===== src/pulldown_pkg.sv =====
/*
  Constants for the pad pulldown control block: register offsets, reset
  values, bit placement of the pins that the block serves, forced-on masks.
  Assumes a 32-bit APB register bus with byte addresses.
*/
package pulldown_pkg;

  // ----------------------------------------------------------------------
  // register map
  // ----------------------------------------------------------------------
  localparam logic [11:0] WORD_ONE_OFFSET  = 12'h000;
  localparam logic [11:0] WORD_TWO_OFFSET  = 12'h004;
  localparam logic [11:0] STATUS_OFFSET    = 12'h008;
  localparam logic [31:0] WORD_RESET_VALUE = 32'h00000000;

  // ----------------------------------------------------------------------
  // pads served: word one bits 12..0, word two bits 31..26
  // ----------------------------------------------------------------------
  localparam int          PAD_COUNT      = 19;
  localparam int          WORD_ONE_LSB   = 0;
  localparam int          WORD_ONE_BITS  = 13;
  localparam int          WORD_TWO_LSB   = 26;
  localparam int          WORD_TWO_BITS  = 6;
  localparam logic [31:0] WORD_ONE_MASK  = 32'h00001FFF;
  localparam logic [31:0] WORD_TWO_MASK  = 32'hFC000000;

  // pad index: 0..12 = word one bits 0..12, 13..18 = word two bits 26..31
  // word two: 26 rx data, 27 tx sync, 28 rx clock, 29 tx clock,
  // 30 rx sync, 31 tx data; forced pads 14..16 are tx sync and both clocks
  localparam logic [18:0] FORCED_ON_MASK    = 19'h1DFFF;
  localparam logic [18:0] PAD_RESET_VALUE   = FORCED_ON_MASK;
  // availability assumed present until the synchronised pins are seen
  localparam logic [18:0] AVAIL_RESET_VALUE = 19'h7FFFF;

endpackage


===== src/pad_pulldown_control.sv =====
/*
  Pad pulldown control: two APB-visible control words steer the pulldown
  enables of nineteen pads. Assumes the pin-multiplex logic reports per pad
  whether the selected function has a pulldown, and a mode level that is
  high in native mode; both arrive from another domain and are synchronised.
*/
// The APB register port and the register offsets were left to the implementer.
// Overview of operation
// - bit value 0 enables the pad pulldown, 1 disables it
// - forced pins keep pulldown on in reset and compatibility mode
// - other pins keep pulldown off in reset and compatibility mode
// - register bits steer the pads only in native mode
// - outside reset, no pulldown drive when the selected function has none
// - word one bits 12..0 serve 13 io5 pins, all of them forced
// - word two bits 31..26 serve serial port two; clocks, tx sync forced
`timescale 1ns/10ps
`default_nettype none

module pad_pulldown_control (
  input  wire logic        CLK_IN,
  input  wire logic        RST_N_IN,
  input  wire logic        PSEL_IN,
  input  wire logic        PENABLE_IN,
  input  wire logic        PWRITE_IN,
  input  wire logic [11:0] PADDR_IN,
  input  wire logic [31:0] PWDATA_IN,
  output logic      [31:0] PRDATA_OUT,
  output logic             PREADY_OUT,
  output logic             PSLVERR_OUT,
  input  wire logic        NATIVE_MODE_IN,
  input  wire logic [18:0] PULLDOWN_AVAIL_IN,
  output logic      [18:0] PAD_PULLDOWN_EN_OUT
);

  // ----------------------------------------------------------------------
  // register bus
  // ----------------------------------------------------------------------
  logic [31:0] word_one_q;
  logic [31:0] word_two_q;
  logic        setup;
  logic        hit;

  function automatic logic mapped(input logic [11:0] addr);
    mapped = (addr == pulldown_pkg::WORD_ONE_OFFSET) ||
             (addr == pulldown_pkg::WORD_TWO_OFFSET) ||
             (addr == pulldown_pkg::STATUS_OFFSET);
  endfunction

  // one wait-free access: the answer comes in the first access cycle
  assign setup = PSEL_IN && !PENABLE_IN;
  assign hit   = PSEL_IN && PENABLE_IN && PREADY_OUT;

  always_ff @(posedge CLK_IN) begin
    if (!RST_N_IN) begin
      PREADY_OUT  <= 1'b0;
      PSLVERR_OUT <= 1'b0;
    end else begin
      PREADY_OUT  <= setup;
      PSLVERR_OUT <= setup && !mapped(PADDR_IN);
    end
  end

  // reserved bits are kept at zero whatever software writes
  always_ff @(posedge CLK_IN) begin
    if (!RST_N_IN) begin
      word_one_q <= pulldown_pkg::WORD_RESET_VALUE;
      word_two_q <= pulldown_pkg::WORD_RESET_VALUE;
    end else if (hit && PWRITE_IN) begin
      if (PADDR_IN == pulldown_pkg::WORD_ONE_OFFSET) begin
        word_one_q <= PWDATA_IN & pulldown_pkg::WORD_ONE_MASK;
      end
      if (PADDR_IN == pulldown_pkg::WORD_TWO_OFFSET) begin
        word_two_q <= PWDATA_IN & pulldown_pkg::WORD_TWO_MASK;
      end
    end
  end

  // ----------------------------------------------------------------------
  // pin input synchronisers
  // ----------------------------------------------------------------------
  logic        native_meta_q;
  logic        native_q;
  logic [18:0] avail_meta_q;
  logic [18:0] avail_q;

  always_ff @(posedge CLK_IN) begin
    if (!RST_N_IN) begin
      // mode resets to compat; availability to present, so the forced
      // pads stay pulled down without a gap when reset is released
      native_meta_q <= 1'b0;
      native_q      <= 1'b0;
      avail_meta_q  <= pulldown_pkg::AVAIL_RESET_VALUE;
      avail_q       <= pulldown_pkg::AVAIL_RESET_VALUE;
    end else begin
      native_meta_q <= NATIVE_MODE_IN;
      native_q      <= native_meta_q;
      avail_meta_q  <= PULLDOWN_AVAIL_IN;
      avail_q       <= avail_meta_q;
    end
  end

  // ----------------------------------------------------------------------
  // read data; status word shows live pad drive and synchronised mode
  // ----------------------------------------------------------------------
  logic [18:0] ctrl_bits;
  logic [18:0] pad_en_d;

  assign ctrl_bits = {word_two_q[31:26], word_one_q[12:0]};

  always_ff @(posedge CLK_IN) begin
    if (!RST_N_IN) begin
      PRDATA_OUT <= 32'h00000000;
    end else if (setup && !PWRITE_IN) begin
      case (PADDR_IN)
        pulldown_pkg::WORD_ONE_OFFSET: PRDATA_OUT <= word_one_q;
        pulldown_pkg::WORD_TWO_OFFSET: PRDATA_OUT <= word_two_q;
        pulldown_pkg::STATUS_OFFSET:
          PRDATA_OUT <= {12'h000, native_q, PAD_PULLDOWN_EN_OUT};
        default: PRDATA_OUT <= 32'h00000000;
      endcase
    end else begin
      PRDATA_OUT <= 32'h00000000;
    end
  end

  // ----------------------------------------------------------------------
  // pad pulldown drive
  // ----------------------------------------------------------------------
  genvar g;
  generate
    for (g = 0; g < pulldown_pkg::PAD_COUNT; g++) begin : g_pad
      always_comb begin
        if (!native_q) begin
          pad_en_d[g] = pulldown_pkg::FORCED_ON_MASK[g];
        end else begin
          pad_en_d[g] = !ctrl_bits[g];
        end
      end
    end
  endgenerate

  // during reset the forced pads stay pulled down, the rest stay off;
  // the mux selection is not trusted yet, so reset drive is not gated
  always_ff @(posedge CLK_IN) begin
    if (!RST_N_IN) begin
      PAD_PULLDOWN_EN_OUT <= pulldown_pkg::PAD_RESET_VALUE;
    end else begin
      PAD_PULLDOWN_EN_OUT <= pad_en_d & avail_q;
    end
  end

  // ----------------------------------------------------------------------
  // checks
  // ----------------------------------------------------------------------
  logic past_valid_q;
  always_ff @(posedge CLK_IN) begin
    past_valid_q <= RST_N_IN;
  end

  // the reset checks run without disable so that they see reset itself
  chk_reset_forced: assert property (
    @(posedge CLK_IN)
    !RST_N_IN |=> PAD_PULLDOWN_EN_OUT == pulldown_pkg::FORCED_ON_MASK)
    else $error("forced pads not pulled down in reset");
  chk_compat_forced: assert property (
    @(posedge CLK_IN) disable iff (!RST_N_IN)
    past_valid_q && !$past(native_q) |->
      PAD_PULLDOWN_EN_OUT == (pulldown_pkg::FORCED_ON_MASK & $past(avail_q)))
    else $error("compat mode pad drive wrong");
  chk_compat_off: assert property (
    @(posedge CLK_IN) disable iff (!RST_N_IN)
    past_valid_q && !$past(native_q) |->
      (PAD_PULLDOWN_EN_OUT & ~pulldown_pkg::FORCED_ON_MASK) == 19'h00000)
    else $error("unforced pad pulled in compat mode");
  chk_native_encoding: assert property (
    @(posedge CLK_IN) disable iff (!RST_N_IN)
    past_valid_q && $past(native_q) |->
      PAD_PULLDOWN_EN_OUT == (~$past(ctrl_bits) & $past(avail_q)))
    else $error("native pad drive not from bits");
  chk_native_steer: assert property (
    @(posedge CLK_IN) disable iff (!RST_N_IN)
    native_q && $stable(native_q) && avail_q[0] && !ctrl_bits[0] |=>
      PAD_PULLDOWN_EN_OUT[0])
    else $error("native bit zero not enabling");
  chk_no_pulldown: assert property (
    @(posedge CLK_IN) disable iff (!RST_N_IN)
    past_valid_q |-> (PAD_PULLDOWN_EN_OUT & ~$past(avail_q)) == 19'h00000)
    else $error("pulldown on pad without one");
  chk_word_one_write: assert property (
    @(posedge CLK_IN) disable iff (!RST_N_IN)
    hit && PWRITE_IN && PADDR_IN == pulldown_pkg::WORD_ONE_OFFSET |=>
      word_one_q == ($past(PWDATA_IN) & pulldown_pkg::WORD_ONE_MASK))
    else $error("word one write lost");
  chk_word_two_write: assert property (
    @(posedge CLK_IN) disable iff (!RST_N_IN)
    hit && PWRITE_IN && PADDR_IN == pulldown_pkg::WORD_TWO_OFFSET |=>
      word_two_q[31:26] == $past(PWDATA_IN[31:26]))
    else $error("word two write lost");
  chk_reserved_zero: assert property (
    @(posedge CLK_IN) disable iff (!RST_N_IN)
    ((word_one_q & ~pulldown_pkg::WORD_ONE_MASK) == 32'h00000000) &&
    ((word_two_q & ~pulldown_pkg::WORD_TWO_MASK) == 32'h00000000))
    else $error("reserved bit set");
  chk_reset_zero: assert property (
    @(posedge CLK_IN)
    !RST_N_IN |=> word_one_q == 32'h00000000 && word_two_q == 32'h00000000)
    else $error("control words not cleared by reset");
  chk_error_with_ready: assert property (
    @(posedge CLK_IN) disable iff (!RST_N_IN)
    PSLVERR_OUT |-> PREADY_OUT)
    else $error("error response without ready");
  chk_ready_timing: assert property (@(posedge CLK_IN) disable iff (!RST_N_IN)
    setup |=> PREADY_OUT ##1 !PREADY_OUT)
    else $error("ready not one cycle after setup");

  cov_native_write: cover property (@(posedge CLK_IN)
    hit && PWRITE_IN ##[1:10] native_q);
  cov_compat_forced: cover property (@(posedge CLK_IN)
    !native_q && PAD_PULLDOWN_EN_OUT[18:16] != 3'h0);
  cov_unmapped: cover property (@(posedge CLK_IN) PSLVERR_OUT);
  cov_status_read: cover property (@(posedge CLK_IN)
    hit && !PWRITE_IN && PADDR_IN == pulldown_pkg::STATUS_OFFSET);

endmodule

`default_nettype wire


===== config.mk =====
export PLATFORM = sky130hd
export DESIGN_NAME = pad_pulldown_control
export DESIGN_NICKNAME = d
export VERILOG_FILES = /design/src/pulldown_pkg.sv /design/src/pad_pulldown_control.sv
export SDC_FILE = /design/constraint.sdc
export NUM_CORES = 1
export LEC_CHECK = 0
export BUFFER_PORTS_ARGS = -buffer_cell sky130_fd_sc_hd__buf_4
export CORE_MARGIN = 2
export CORE_UTILIZATION = 29
export DETAILED_ROUTE_END_ITERATION = 10
export PLACE_DENSITY = 0.63
export RECOVER_POWER = 100
export SLEW_MARGIN = 20
export SYNTH_ARGS = -nofsm -noshare
export SYNTH_HDL_FRONTEND = slang
export SYNTH_SLANG_ARGS = --single-unit
export TNS_END_PERCENT = 20

===== constraint.sdc =====
create_clock -name CLK_IN -period 1.5 [get_ports CLK_IN]
set_input_delay 0.075 -clock CLK_IN [delete_from_list [all_inputs] [get_ports CLK_IN]]
set_output_delay 0.075 -clock CLK_IN [all_outputs]
set_load 0.1 [all_outputs]

Yosys cells after proc, flatten, opt, wreduce, memory -nomap -nowiden

Cells that the tools add are included.

Add/subtract/negate cells: 0
$mul: 0
Div/mod/pow operators: 0
$lt $le $gt $ge: 0
Eq/ne operators: 2
Shift-type cells: 0
Muxes and demuxes: 20
Bitwise logic cells: 1
Reduce and logical (&&, ||, !) cells: 34

Operators with widths:

| cell                                           | count |
|---|---|
| case mux 32 bit (3 select lines)               | 1 |
| logical NOT 1 bit                              | 22 |
| AND 19 bit                                     | 1 |
| 2-to-1 mux 1 bit                               | 19 |
| == test 12 x 3 -> 1 bit, second input constant | 1 |
| == test 12 x 4 -> 1 bit, second input constant | 1 |
| logical NOT 12 bit                             | 1 |
| logical AND 1 bit                              | 6 |
| AND reduction 2 bit                            | 3 |
| logical OR 1 bit                               | 2 |

Bits in registers: 112
Latch bits: 0
Bits in writable memories: 0
ROM bits: 0
Input port bits: 69
Output and inout bits: 53
Logic and storage cells: 67
Memories kept: 0

Longest topological paths before layout

Depth after elaboration: 5
Depth in mapped cells: 5

Worst setup path before layout

No wires, ideal clock.

Kind: reg2reg
Start point: register PREADY_OUT
End point: register word_one_q[10]
Setup time: 72 ps
Data arrival time: 2,082 ps
Setup slack: -654 ps
Stages on the path, launching flop included: 5
Buffers on the path: 1
Period minus slack after synthesis: 2,154 ps
Cells stage by stage: dfxtp_1 -> nand4_1 -> nor4b_4 -> buf_6 -> mux2i_1

Word-level cells in the longest chain between the ends: 3

Ends and longest elaborated chain:

| what                          | RTL line                   | source |
|---|---|---|
| start: declaration            | pad_pulldown_control.sv:28 | `output logic PREADY_OUT,` |
| start signal: assignment      | pad_pulldown_control.sv:58 | `PREADY_OUT <= setup;` |
| logical AND 1 bit             | pad_pulldown_control.sv:51 | `assign hit = PSEL_IN && PENABLE_IN && PREADY_OUT;` |
| logical AND 1 bit             | pad_pulldown_control.sv:68 | `end else if (hit && PWRITE_IN) begin` |
| AND reduction 2 bit (no line) | n/a                        |  |
| end signal: assignment        | pad_pulldown_control.sv:66 | `word_one_q <= pulldown_pkg::WORD_RESET_VALUE;` |
| end signal: assignment        | pad_pulldown_control.sv:70 | `word_one_q <= PWDATA_IN & pulldown_pkg::WORD_ONE_MASK;` |
| end: declaration              | pad_pulldown_control.sv:38 | `logic [31:0] word_one_q;` |

Every way passes these cells.
A chain may end at the register's enable or synchronous reset.

Worst setup path in the final report

Start point: register PREADY_OUT
End point: register word_two_q[30]

Word-level cells in the longest chain between the ends: 3

Ends and longest elaborated chain:

| what                          | RTL line                   | source |
|---|---|---|
| logical AND 1 bit             | pad_pulldown_control.sv:51 |  |
| logical AND 1 bit             | pad_pulldown_control.sv:68 |  |
| AND reduction 2 bit (no line) | n/a                        |  |
| end signal: assignment        | pad_pulldown_control.sv:67 | `word_two_q <= pulldown_pkg::WORD_RESET_VALUE;` |
| end signal: assignment        | pad_pulldown_control.sv:73 | `word_two_q <= PWDATA_IN & pulldown_pkg::WORD_TWO_MASK;` |
| end: declaration              | pad_pulldown_control.sv:39 | `logic [31:0] word_two_q;` |

Every way passes these cells.

==> impl_results.md <==
- Mapped Cells: 356
- H-tree levels: 3
- Clock root cell: clkbuf_16
- Clock insertion delay at the later pin of the skew report: 340 ps
- Synth area leader: dfxtp_1
- Syn avg cell area: 9.95 um^2
- Routed WL per cell: 12.9 um
- GRT Overall Usage: about an eighth
- Peak Freq: 0.713 GHz
- Skew final: 8.75 ps
- P_sw: 1.32 mW
- Critical R2R Launch: PREADY_OUT
- Vias in the first global route: about 2800
- Met3 Use GR: 3.71%
- Via density: approximately 4.4
- First-pass GRT wire length: 13.4 mm
- CP endpoint kind: register
- Sequential fraction of design power: a little under half
- CP Cell Sequence: nand4_1 > nor4_4 > clkbuf_2 > mux2i_1
- Sw Ratio: around 22%
- GRT met1 Usage: 16.8%
- Period utilization: about 93%
- Worst endpoint required time: approximately 1800 ps
- RR Endpoint: word_two_q[30]
- Area Overhead vs Synth: 43.4%
- Rows: 40
- Initial antenna violation count: 0
- RSZ-0062 raised after global routing: false
- Max-slew headroom: 62.6%
- CP Max Fanout: 6
- Fin. Hold Viols: 0
- Area share of the largest cell type after synthesis: 59.9%
- Reg clk slew, reported paths: 70 ps
- Hold WC Path Type: input pin to register
- Ant. Diodes: 0
- Commonest non-fill, non-tap cell in the layout: dfxtp_1
- # fillers: 1214
- Static leakage: 2.12 nW
- Cell area after synthesis: 3540 um^2
- # clock sinks: 106
- DR iter-0 viols: 137
- Core Region: 12000 um^2
- Clk network pwr share: 43.3%
- Worst-Margin Slew: 563 ps
- CTS tree: built
- PortBufs: 102
- Most frequent cells in the layout: dfxtp_1 (105), nand2_1 (88), clkbuf_2 (50)
- Ports: approximately 120
- Number of routed nets with antenna violations: 0
- Register area: 2130 um^2
- Final total power: 6.07 mW
- Max-cap check violation count: 0
- Asr flop ratio synth: 0%
- Die Wd: 115 um
- Reg2Reg Depth: 4
- Resized cells post-CTS: 0
- Post-route DRC violation count: 0
- Layout cell share with drive strength beyond 1: 27.3%
- Drt pass-1 iters: 4
- Final WS setup: 97.9 ps
- Critical path's largest stage delay: 340 ps
- Final slew viol count: 0
- Met2 usage: between 20% and 30%
- Worst Hold Endpoint: word_one_q[11]
- Warnings, synthesis: 0
- Critical-path top delay cell: dfxtp_4
- GR peak layer: met2
- Multi-input logic area: about 1300 um^2
- Largest net degree at the start of global routing: just under 100
- Post-route cell area: approximately 5100 um^2
- Worst Hold Depth: 3
- Post-Place Cell Area: 4560 um^2
- Final wirelength: 8.29 mm
- Fin util: 42.5%
- Setup-failing EPs final: 0
- Post-synth cell types: 26
- Crit path time final: 1400 ps
- Vias post-DR: 2810
- Die area: approximately 13000 um^2
- GP Congestion: roughly 0.78
- Number of synthesized register bits: 106
- DP Cell Count: 596
- Setup TNS: 0 ps
- Grt ovf: 0
- Outcome: finished, final reports clean
- Cell Pwr Density: approximately 1200 nW/um^2
- Die H: 115 um
- Layout Nets: 563
- Maximum VDD drop: 0.000628 V
- Post-synth EDFFs: 0
- Starting Density: approximately 30%
- Final non-filler cell total: 645
- Internal: about 4.8 mW
- Primary FF master, synth: dfxtp_1
- Crit path kind: register to register
- CP Launch Type: register
- CP top delay family: simple AND/OR/NAND/NOR gates
- Clock tree buffer depth: 2
- Synth top area cells: dfxtp_1 (60%), nand2_1 (9.3%), nand2b_1 (6.7%)
- Bufs and invs on worst path: 1
- Hold slack: 9.07 ps
- Worst Path Arrival: between 1500 and 2000 ps
- Register area share after synthesis: between 50% and 60%
- Place WS: -105 ps
- CTS buffer count: 9
- HP Start: PWDATA_IN[11]
- FF-to-FF setup slack: 100 ps
- Comb pwr share: 8.9%
- Final HPWL DP: 6.02 mm
[synth_stat cells, types with 3 or more instances]
master / instances
dfxtp_1: 106
nand2_1: 88
nand2b_1: 38
nand4_1: 28
clkbuf_1: 19
mux2i_1: 19
and2_1: 16
a21oi_1: 13
buf_4: 6
nor3b_1: 3
nor4_1: 3
[area by class of cell]
type	count	share of cell area (%)
Clock inverter	5	2.02
Tap cell	147	3.62
Sequential cell	106	41.9
Clock buffer	10	4.71
Timing Repair Buffer	151	22.0
Multi-Input combinational cell	226	25.8
[state kept, by name, indices dropped and copies added (netlist names), 6 cells and up]
name and flops:
PAD_PULLDOWN_EN_OUT 19, PRDATA_OUT 26, word_one_q 13, word_two_q 6, avail_meta_q 19, avail_q 19
[metal layers]
layer	part of all wire (%)	up-vias
met1	46	1270
li1	-	1437
met4	2.7	0
met3	5.6	18
met5	0	-
met2	46	85
[cell families after synthesis]
family	share of synthesized area, %
AND/OR/NAND/NOR	28.6
other	0.106
AO/OA/AOI/OAI	2.05
buffers and inverters	3.96
flip-flops	59.9
multiplexers	5.37
[worst max-delay path by stage]
stage           startpoint        endpoint  slack [ps]  depth (start not counted)
3_5_place_dp   PADDR_IN[9]   word_one_q[3]        -100                          5
5_1_grt         PREADY_OUT  word_two_q[30]          30                          4
2_1_floorplan   PREADY_OUT  word_one_q[10]        -110                          4
3_3_place_gp   PADDR_IN[9]   word_one_q[6]         -80                          5
6_report        PREADY_OUT  word_two_q[30]         100                          4
4_1_cts         PREADY_OUT  word_one_q[12]         100                          4
[what timing repair did]
action,4_1_cts,5_1_grt
setup buffers,0,0
endpoints found under the setup margin,0,0
hold buffers,34,0
hold endpoints to repair,33,0
[worst reg2reg max path, delay by kind of cell (launching register included)]
family,cells,cell delay (ps)
buffers and inverters,1,260
flip-flops,1,340
multiplexers,1,210
AND/OR/NAND/NOR,2,520
[power groups by stage]
stage                     sequential, mW  combinational, mW  clock (mW)
after floorplan                     3.07              0.199           0
after global placement              2.96              0.490           0
after detailed placement            2.96              0.496           0
after CTS                           2.90              0.568        2.69
after global routing                2.90              0.580        2.81
final                               2.90              0.543        2.63
No activity file was read; power rests on OpenSTA's default activity.
